### src/hmad_params.svh
/*
 * constants for the host memory address decoder: window bounds, register
 * offsets, reset values and field positions.
 * assumes: included by the package and the decoder; definitions only.
 */
`ifndef HMAD_PARAMS_SVH
`define HMAD_PARAMS_SVH

// ==========================================================================
// register offsets in configuration space and their reset values
`define HMAD_OFS_MGMT_RAM_CTL     8'h72
`define HMAD_OFS_EXT_MGMT_RAM_CTL 8'h73
`define HMAD_MGMT_RAM_CTL_RST     8'h02
`define HMAD_EXT_MGMT_RAM_CTL_RST 8'h00

// ==========================================================================
// mgmt_ram_control fields
`define HMAD_MRC_OPEN_BIT   6
`define HMAD_MRC_CLOSE_BIT  5
`define HMAD_MRC_LOCK_BIT   4
`define HMAD_MRC_GLOBAL_BIT 3
// extended_mgmt_ram_control fields
`define HMAD_EMRC_HIGH_BIT  7
`define HMAD_EMRC_TOP_BIT   0

// ==========================================================================
// address windows, 36-bit physical address
`define HMAD_ONE_MB          36'h0_0010_0000
`define HMAD_LOW_MGMT_BASE   36'h0_000a_0000
`define HMAD_LOW_MGMT_LIMIT  36'h0_000b_ffff
`define HMAD_HIGH_ALIAS_LIMIT 36'h0_000f_ffff
`define HMAD_MEM_CAP_256MB   36'h0_1000_0000
`define HMAD_PHYS_TOP_2GB    36'h0_8000_0000
`define HMAD_FOUR_GB         36'h1_0000_0000
`define HMAD_BIOS_BASE       36'h0_ffe0_0000
`define HMAD_IOIC_BASE       36'h0_fec0_0000
`define HMAD_IOIC_LIMIT      36'h0_fec0_ffff
`define HMAD_TOP_SEG_SIZE    36'h0_0020_0000
`define HMAD_SHADOW_BASE     36'h0_000c_0000

`endif

### src/hmad_pkg.sv
/*
 * types for the host memory address decoder.
 * assumes: hmad_params.svh in the include path.
 */
package hmad_pkg;
  `include "hmad_params.svh"

  // ========================================================================
  // decode targets
  typedef enum logic [2:0] {
    HMAD_TGT_MEM,
    HMAD_TGT_PCI,
    HMAD_TGT_BIOS,
    HMAD_TGT_IOIC,
    HMAD_TGT_TERM,
    HMAD_TGT_NONE
  } hmad_target_e;

  // per-block shadow attribute: read enable, write enable toward ram
  typedef struct packed {
    logic re;
    logic we;
  } hmad_attr_s;
endpackage

### src/hmad_decoder.sv
/*
 * host memory address decoder: steers each memory request to main memory,
 * pci, bios, the interrupt-controller window or local termination.
 * assumes: one request per valid cycle from the processor bus or a pci/isa
 * master; answer registered one cycle later.
 */
// How it works
// - top 2 MB below 4 GB goes to the bios target, not memory.
// - bios window decodes from reset, so first fetches reach bios.
// - 0fec00000h-0fec0ffffh goes to the interrupt-controller window.
// - extended mgmt ram is top 2MB of memory, below 256MB, at its own address.
// - extended mgmt ram enabled caps top of memory at 256MB.
// - 4 GB to 64 GB claimed locally; writes dropped, reads return zero.
// - while copying, reads go to rom, writes go to ram.
// - once shadowed, reads come from ram, writes go to rom side.
// - pci/isa accesses to shadowed blocks never reach the processor bus.
// - mgmt ram visible only in management state or when configured open.
// - compatible mgmt ram is a0000h-bffffh main memory, non-cacheable.
// - high mgmt ram lies above 256MB, write-back cacheable, aliased low.
// - mgmt ram type and place come from the register at 73h; 72h sets visibility.
// - unclaimed 2 GB to 4 GB addresses are forwarded to pci.
// - memory above 1 MB up to installed top (max 2 GB) is main memory.
`timescale 1ns/1ps
`include "hmad_params.svh"
module hmad_decoder
  import hmad_pkg::*;
#(
  parameter int NBLK = 16
) (
  input  wire logic                clk,
  input  wire logic                rst,
  input  wire logic                req_valid,
  input  wire logic [35:0]         req_addr,
  input  wire logic                req_write,
  input  wire logic                req_from_pci,
  input  wire logic                system_management_state,
  input  wire logic [35:0]         mem_top,
  input  wire logic [2*NBLK-1:0]   shadow_attr,
  input  wire logic                cfg_wr,
  input  wire logic [7:0]          cfg_addr,
  input  wire logic [7:0]          cfg_wdata,
  output logic                     cfg_rdata_valid,
  output logic [7:0]               cfg_rdata,
  output logic                     rsp_valid,
  output hmad_target_e             rsp_target,
  output logic [35:0]              rsp_addr,
  output logic                     rsp_cacheable,
  output logic                     rsp_zero_data,
  output logic                     rsp_drop_write,
  output logic                     rsp_host_snoop
);
  // ========================================================================
  // elaboration check: the shadow area holds at most 16 blocks of 16 KB
  if (NBLK < 1 || NBLK > 16) begin : g_bad_nblk
    $error("hmad_decoder: NBLK out of range");
  end

  // ========================================================================
  // all state in one record: config registers and the registered answer
  typedef struct packed {
    logic [7:0]   mrc;
    logic [7:0]   emrc;
    logic         cfg_rv;
    logic [7:0]   cfg_rd;
    logic         rv;
    hmad_target_e tgt;
    logic [35:0]  addr;
    logic         cach;
    logic         zero;
    logic         drop;
    logic         snoop;
  } hmad_state_s;

  hmad_state_s st_r;
  hmad_state_s st_nxt;

  logic       sh_in;
  hmad_attr_s sh_attr;

  // ========================================================================
  // shadow attribute lookup
  hmad_shadow_sel #(.NBLK(NBLK)) u_shadow (
    .attr_bits (shadow_attr),
    .addr      (req_addr),
    .in_area   (sh_in),
    .attr      (sh_attr)
  );

  // visibility of mgmt ram: management state, or opened and not locked
  function automatic logic mgmt_visible(input logic [7:0] mrc, input logic in_mgmt);
    mgmt_visible = in_mgmt || (mrc[`HMAD_MRC_OPEN_BIT] && !mrc[`HMAD_MRC_LOCK_BIT]);
  endfunction

  // compatible window a0000h-bffffh, tested by more than one branch below
  function automatic logic in_low_mgmt(input logic [35:0] a);
    in_low_mgmt = (a >= `HMAD_LOW_MGMT_BASE) && (a <= `HMAD_LOW_MGMT_LIMIT);
  endfunction

  logic [35:0] top_eff;
  logic [35:0] seg_base;
  logic        vis;
  logic        ext_en;
  logic        high_en;

  // ========================================================================
  // next state: config registers and one-cycle decode answer
  always_comb begin
    st_nxt        = st_r;
    st_nxt.cfg_rv = 1'b0;
    st_nxt.rv     = 1'b0;
    ext_en  = st_r.emrc[`HMAD_EMRC_TOP_BIT];
    high_en = st_r.emrc[`HMAD_EMRC_HIGH_BIT];
    vis     = mgmt_visible(st_r.mrc, system_management_state);
    // cap the top at 256MB with extended ram, else at the 2 GB physical top
    top_eff = (mem_top > `HMAD_PHYS_TOP_2GB) ? `HMAD_PHYS_TOP_2GB : mem_top;
    if (ext_en && top_eff > `HMAD_MEM_CAP_256MB) begin
      top_eff = `HMAD_MEM_CAP_256MB;
    end
    seg_base = top_eff - `HMAD_TOP_SEG_SIZE;

    // lock bit, once set, freezes the open bit until reset
    if (cfg_wr && cfg_addr == `HMAD_OFS_MGMT_RAM_CTL && !st_r.mrc[`HMAD_MRC_LOCK_BIT]) begin
      st_nxt.mrc = cfg_wdata;
    end else if (cfg_wr && cfg_addr == `HMAD_OFS_EXT_MGMT_RAM_CTL) begin
      st_nxt.emrc = cfg_wdata;
    end
    // reads answer every idle cycle; unmapped offsets read as zero
    if (!cfg_wr) begin
      st_nxt.cfg_rv = 1'b1;
      st_nxt.cfg_rd = (cfg_addr == `HMAD_OFS_MGMT_RAM_CTL) ? st_r.mrc :
                      (cfg_addr == `HMAD_OFS_EXT_MGMT_RAM_CTL) ? st_r.emrc : 8'h00;
    end

    // decode: rv drops between requests; the other answer fields keep their last value
    if (req_valid) begin
      st_nxt.rv    = 1'b1;
      st_nxt.addr  = req_addr;
      st_nxt.cach  = 1'b1;
      st_nxt.zero  = 1'b0;
      st_nxt.drop  = 1'b0;
      st_nxt.snoop = !req_from_pci;
      // priority chain: one target, windows first
      if (req_addr >= `HMAD_FOUR_GB) begin
        st_nxt.tgt  = HMAD_TGT_TERM;
        st_nxt.zero = !req_write;
        st_nxt.drop = req_write;
      end else if (req_addr >= `HMAD_BIOS_BASE) begin
        // no enable gates this window, so boot fetches hit it from reset
        st_nxt.tgt  = HMAD_TGT_BIOS;
        st_nxt.cach = 1'b0;
      end else if (req_addr >= `HMAD_IOIC_BASE && req_addr <= `HMAD_IOIC_LIMIT) begin
        st_nxt.tgt  = HMAD_TGT_IOIC;
        st_nxt.cach = 1'b0;
      end else if (req_addr >= `HMAD_PHYS_TOP_2GB) begin
        st_nxt.tgt  = HMAD_TGT_PCI;
        st_nxt.cach = 1'b0;
      end else if (in_low_mgmt(req_addr) && vis && !req_from_pci) begin
        st_nxt.tgt = HMAD_TGT_MEM;
        if (high_en) begin
          st_nxt.addr = req_addr + `HMAD_MEM_CAP_256MB;
        end else begin
          st_nxt.cach = 1'b0;
        end
      end else if (req_addr >= `HMAD_LOW_MGMT_BASE && req_addr <= `HMAD_HIGH_ALIAS_LIMIT
                   && high_en && vis && !req_from_pci) begin
        st_nxt.tgt  = HMAD_TGT_MEM;
        st_nxt.addr = req_addr + `HMAD_MEM_CAP_256MB;
      end else if (in_low_mgmt(req_addr)) begin
        // hidden window falls through to the video side of pci
        st_nxt.tgt  = HMAD_TGT_PCI;
        st_nxt.cach = 1'b0;
      end else if (sh_in) begin
        // re/we set the ram side; cleared side falls to rom on pci
        if (req_write) begin
          st_nxt.tgt = sh_attr.we ? HMAD_TGT_MEM : HMAD_TGT_PCI;
        end else begin
          st_nxt.tgt = sh_attr.re ? HMAD_TGT_MEM : HMAD_TGT_PCI;
        end
        if (req_from_pci && sh_attr.re) begin
          st_nxt.snoop = 1'b0;
        end
        st_nxt.cach = (st_nxt.tgt == HMAD_TGT_MEM);
      end else if (req_addr < `HMAD_ONE_MB) begin
        st_nxt.tgt  = (req_addr < `HMAD_LOW_MGMT_BASE) ? HMAD_TGT_MEM : HMAD_TGT_PCI;
      end else if (ext_en && req_addr >= seg_base && req_addr < top_eff) begin
        // the top segment itself is hidden unless in management state or opened and not locked
        st_nxt.tgt  = vis ? HMAD_TGT_MEM : HMAD_TGT_PCI;
      end else if (req_addr < top_eff) begin
        st_nxt.tgt  = HMAD_TGT_MEM;
      end else begin
        st_nxt.tgt  = HMAD_TGT_PCI;
        st_nxt.cach = 1'b0;
      end
    end
  end

  // ========================================================================
  // state register
  always_ff @(posedge clk) begin
    if (rst) begin
      st_r      <= '0;
      st_r.mrc  <= `HMAD_MGMT_RAM_CTL_RST;
      st_r.emrc <= `HMAD_EXT_MGMT_RAM_CTL_RST;
      st_r.tgt  <= HMAD_TGT_NONE;
    end else begin
      st_r <= st_nxt;
    end
  end

  // ========================================================================
  // outputs straight from the state register
  assign cfg_rdata_valid = st_r.cfg_rv;
  assign cfg_rdata       = st_r.cfg_rd;
  assign rsp_valid       = st_r.rv;
  assign rsp_target      = st_r.tgt;
  assign rsp_addr        = st_r.addr;
  assign rsp_cacheable   = st_r.cach;
  assign rsp_zero_data   = st_r.zero;
  assign rsp_drop_write  = st_r.drop;
  assign rsp_host_snoop  = st_r.snoop;
endmodule // hmad_decoder

### src/hmad_shadow_sel.sv
/*
 * per-block shadow attribute lookup for the 0c0000h-0fffffh area.
 * assumes: attributes packed two bits per 16 KB block, block 0 lowest.
 */
`timescale 1ns/1ps
`include "hmad_params.svh"
module hmad_shadow_sel
  import hmad_pkg::*;
#(
  parameter int NBLK = 16
) (
  input  wire logic [2*NBLK-1:0] attr_bits,
  input  wire logic [35:0]       addr,
  output logic                   in_area,
  output hmad_attr_s             attr
);
  // elaboration check: index is four bits wide, so at most 16 blocks
  if (NBLK < 1 || NBLK > 16) begin : g_bad_nblk
    $error("hmad_shadow_sel: NBLK out of range");
  end

  logic [35:0] off;

  // ========================================================================
  // block index from address; 16 KB granularity
  always_comb begin
    off     = addr - `HMAD_SHADOW_BASE;
    in_area = (addr >= `HMAD_SHADOW_BASE) && (off[35:14] < 22'(NBLK));
    attr    = '0;
    if (in_area) begin
      attr = hmad_attr_s'(attr_bits[2*off[17:14] +: 2]);
    end
  end
endmodule // hmad_shadow_sel

### config.mk
export PLATFORM = sky130hd
export DESIGN_NAME = hmad_decoder
export DESIGN_NICKNAME = d
export VERILOG_FILES = /design/src/hmad_pkg.sv /design/src/hmad_decoder.sv /design/src/hmad_shadow_sel.sv
export VERILOG_INCLUDE_DIRS = /design/src
export SDC_FILE = /design/constraint.sdc
export NUM_CORES = 1
export LEC_CHECK = 0
export BUFFER_PORTS_ARGS = -buffer_cell sky130_fd_sc_hd__buf_2
export CORE_MARGIN = 3
export CORE_UTILIZATION = 45
export DETAILED_ROUTE_END_ITERATION = 10
export MAX_ROUTING_LAYER = met4
export PLACE_DENSITY = 0.71
export RECOVER_POWER = 50
export SLEW_MARGIN = 20
export SYNTH_ARGS = -nofsm -noshare
export SYNTH_HDL_FRONTEND = slang
export SYNTH_HIERARCHICAL = 1
export SYNTH_SLANG_ARGS = --single-unit
### constraint.sdc
create_clock -name clk -period 9.1 [get_ports clk]
set_clock_uncertainty 0.1 [all_clocks]
set_input_delay 1.82 -clock clk [delete_from_list [all_inputs] [get_ports clk]]
set_output_delay 1.82 -clock clk [all_outputs]
set_load 0.05 [all_outputs]
==> flow_metrics.env <==
export IMPL_status="finished with violations"
export IMPL_failed_checks="capacitance limit, slew limit"
export IMPL_p_leak_nw=2.80
export IMPL_tritoncts="yes"
export IMPL_power_frac_clock=0.393
export IMPL_io_pins=180
export IMPL_die_area_sq_um=13400
export IMPL_slowest_delay_ps=650
export IMPL_antenna_left=0
export IMPL_required_ps=9220
export IMPL_grt_usage=0.256
export IMPL_swShare=0.331
export IMPL_die_h_um=116
export IMPL_cts_sinks=69
export IMPL_arrival_ps=6880
export IMPL_drt_first_pass_iters=5
export IMPL_ys_warn_count=6
export IMPL_clock_latency_ps=340
export IMPL_clkTransAtPathRegs_ps=60
export IMPL_hold_viol=0
export IMPL_async_reset_ff_frac=0
export IMPL_avgSynthCellArea_sq_um=8.37
export IMPL_io_buffers=179
export IMPL_grt_max_degree=70
export IMPL_worstPathCellList="buf_2 -> or4_1 -> or4_4 -> nor3_2 -> a21oi_1 -> a21oi_2 -> buf_4 -> nand2_1 -> ha_1 -> nand2_1 -> a211oi_1 -> xor2_1 -> ha_1 -> a21o_1 -> a21o_1 -> a2111oi_0 -> o211ai_1 -> o21ai_0 -> a32oi_1"
export IMPL_synth_largest_area_cell="dfxtp_1"
export IMPL_p_int_w=0.000572
export IMPL_vias=5359
export IMPL_synth_area_sq_um=5410
export IMPL_rows=39
export IMPL_fmax_ghz=0.148
export IMPL_use_met2=0.426
export IMPL_critPathSlowestCell="or4_1"
export IMPL_synth_cell_type_count=71
export IMPL_area_growth_pct=16.5
export IMPL_antenna_cells=0
export IMPL_worstSetupPathType="in2reg"
export IMPL_cts_root_buf="clkbuf_16"
export IMPL_grt_pass1_wl_um=26000
export IMPL_cap_violations=1
export IMPL_final_nets=951
export IMPL_die_x_um=116
export IMPL_drt_iter0_markers=411
export IMPL_post_cts_resize_count=0
export IMPL_power_density_nw_per_um2=136
export IMPL_post_dp_hpwl_um=12800
export IMPL_slew_viol_final=70
export IMPL_h_tree_depth=3
export IMPL_ys_flop_type="dfxtp_1"
export IMPL_gp_congestion=0.953
export IMPL_start_util=0.468
export IMPL_fin_setup_tns_ps=0
export IMPL_grt_pass1_vias=5293
export IMPL_routedWlPerCell_um=18.0
export IMPL_drive_gt1_frac=0.253
export IMPL_core_area_sq_um=11600
export IMPL_hold_path_class="reg2reg"
export IMPL_synth_edff_count=0
export IMPL_layout_min_cycle_time_ps=6760
export IMPL_antenna_found_initial=0
export IMPL_synth_top_area_frac=0.255
export IMPL_numCtsBuffers=9
export IMPL_synth_seq_area_share=0.255
export IMPL_finalCoreUtilization=0.546
export IMPL_ys_ff_latch=69
export IMPL_tightest_slew_ps=2960
export IMPL_setup_viol=0
export IMPL_routed_wl_um=16500
export IMPL_post_cts_buffers=0
export IMPL_netlist_instances=647
export IMPL_finalCritPeriodShare=0.743
export IMPL_met3_usage=0.0512
export IMPL_cp_end_kind="register"
export IMPL_vias_per_cell=5.83
export IMPL_power_frac_comb=0.233
export IMPL_synth_area_leaders="dfxtp_1 26%, ha_1 12%, mux2i_1 11%"
export IMPL_drc=0
export IMPL_use_met1=0.305
export IMPL_p_switching_w=0.000283
export IMPL_grt_overflow=0
export IMPL_slew_headroom=-0.977
export IMPL_peakVddDrop_v=0.000118
export IMPL_rsz0062_at_grt="no"
export IMPL_cts_buffer_depth=2
export IMPL_holdBufCountCts=0
export IMPL_worstPathMaxFanout=23
export IMPL_start_kind="input port"
export IMPL_power_frac_seq=0.374
export IMPL_grt_busiest_layer="met2"
-- per-stage QoR --
stage	instances	instance area (sq um)	hold slack, ps	worst slack, ps	power [W]
finish	919	6310	363	2340	0.000855
global route	919	6310	393	2000	0.000890
floorplan	650	5430	341	3050	0.000459
global placement	903	6060	352	2270	0.000520
CTS	919	6340	365	2410	0.000862
detailed placement	903	6060	357	2050	0.000525
-- layout make-up --
cell class	count	area [sq um]
clock buffer	9	225
multi-input combinational	496	3530
clock inverter	7	55.1
timing repair buffer	183	893
tap	143	179
fill	1084	5260
sequential	69	1380
inverter	12	45.0
-- worst max-delay path: cells and delay by family --
| family | cells | cell delay, ps |
|---|---|---|
| AO/OA/AOI/OAI | 9 | 2110 |
| XOR/XNOR | 1 | 180 |
| adder cells (fa/ha/maj) | 2 | 620 |
| buffers and inverters | 2 | 490 |
| AND/OR/NAND/NOR | 5 | 1650 |
-- registers in the layout (all words and copies together) (netlist names) --
name,cells
rsp_addr,36
st_r,14
cfg_rdata,8
rsp_target,3
cfg_rdata_valid,1
ext_en,1
high_en,1
rsp_cacheable,1
rsp_drop_write,1
rsp_host_snoop,1
rsp_valid,1
rsp_zero_data,1
-- cell usage after synthesis (5+ instances only) --
cell and instances:
nand4_1 18, nor2_1 98, nand3_1 13, buf_4 49
nor4_1 16, inv_1 12, dfxtp_1 69, nor2b_1 7
or4_1 7, nand2_1 61, a21o_1 7, clkbuf_1 17
nor3_1 11, mux2i_1 59, o211ai_1 5, a21oi_1 34
xnor2_1 5, mux4_2 8, o21ai_0 9, a211oi_1 9
ha_1 53
-- worst paths after layout --
| kind | slack (ps) | endpoint | depth (start not counted) | start |
|---|---|---|---|---|
| worst max-delay path | 2340 | rsp_target[0] | 19 | mem_top[23] |
| worst min-delay path | 360 | rsp_target[1] | 2 | rsp_target[1] |
| worst max register to register | 4590 | rsp_target[0] | 16 | ext_en |
| worst min register to register | 360 | rsp_target[1] | 2 | rsp_target[1] |
-- cell families after synthesis --
group                    Yosys count  synth area share
multiplexers                      68             0.144
flip-flops                        69             0.255
adder cells (fa/ha/maj)           54             0.124
AND/OR/NAND/NOR                  258             0.232
AO/OA/AOI/OAI                    104             0.135
other                              1          0.000693
XOR/XNOR                           8            0.0129
buffers and inverters             85            0.0948
-- metal layers --
layer | part of all wire | up-vias
li1 | - | 2563
met1 | 0.42 | 2478
met2 | 0.46 | 264
met3 | 0.079 | 54
met4 | 0.035 | 0
met5 | 0 | -
-- power by group through the flow --
stage                     combinational [W]  clock, W  sequential, W
after floorplan                    0.000129         0       0.000330
after global placement             0.000194         0       0.000326
after detailed placement           0.000199         0       0.000326
after CTS                          0.000200  0.000343       0.000320
after global routing               0.000216  0.000354       0.000321
final                              0.000199  0.000336       0.000320
-- placed cells by master, fill, tap and decap left out, drive strengths merged, types with 3 or more instances in the layout --
cell    count
nand2      61
nand4      18
xnor2       5
conb        4
or4         9
nor4b       4
and2        4
mux2i      59
mux4        8
or3         4
clkbuf     33
xor2        3
o21ai      10
buf       159
nor2b       7
ha         53
inv        16
nor4       16
nor2       98
o21a        4
nand3      14
a211oi      9
nor3       13
a21boi      4
dfxtp      69
o211ai      5
a211o       3
a21oi      35
a21o        7
(Power assumes the default switching activity.)
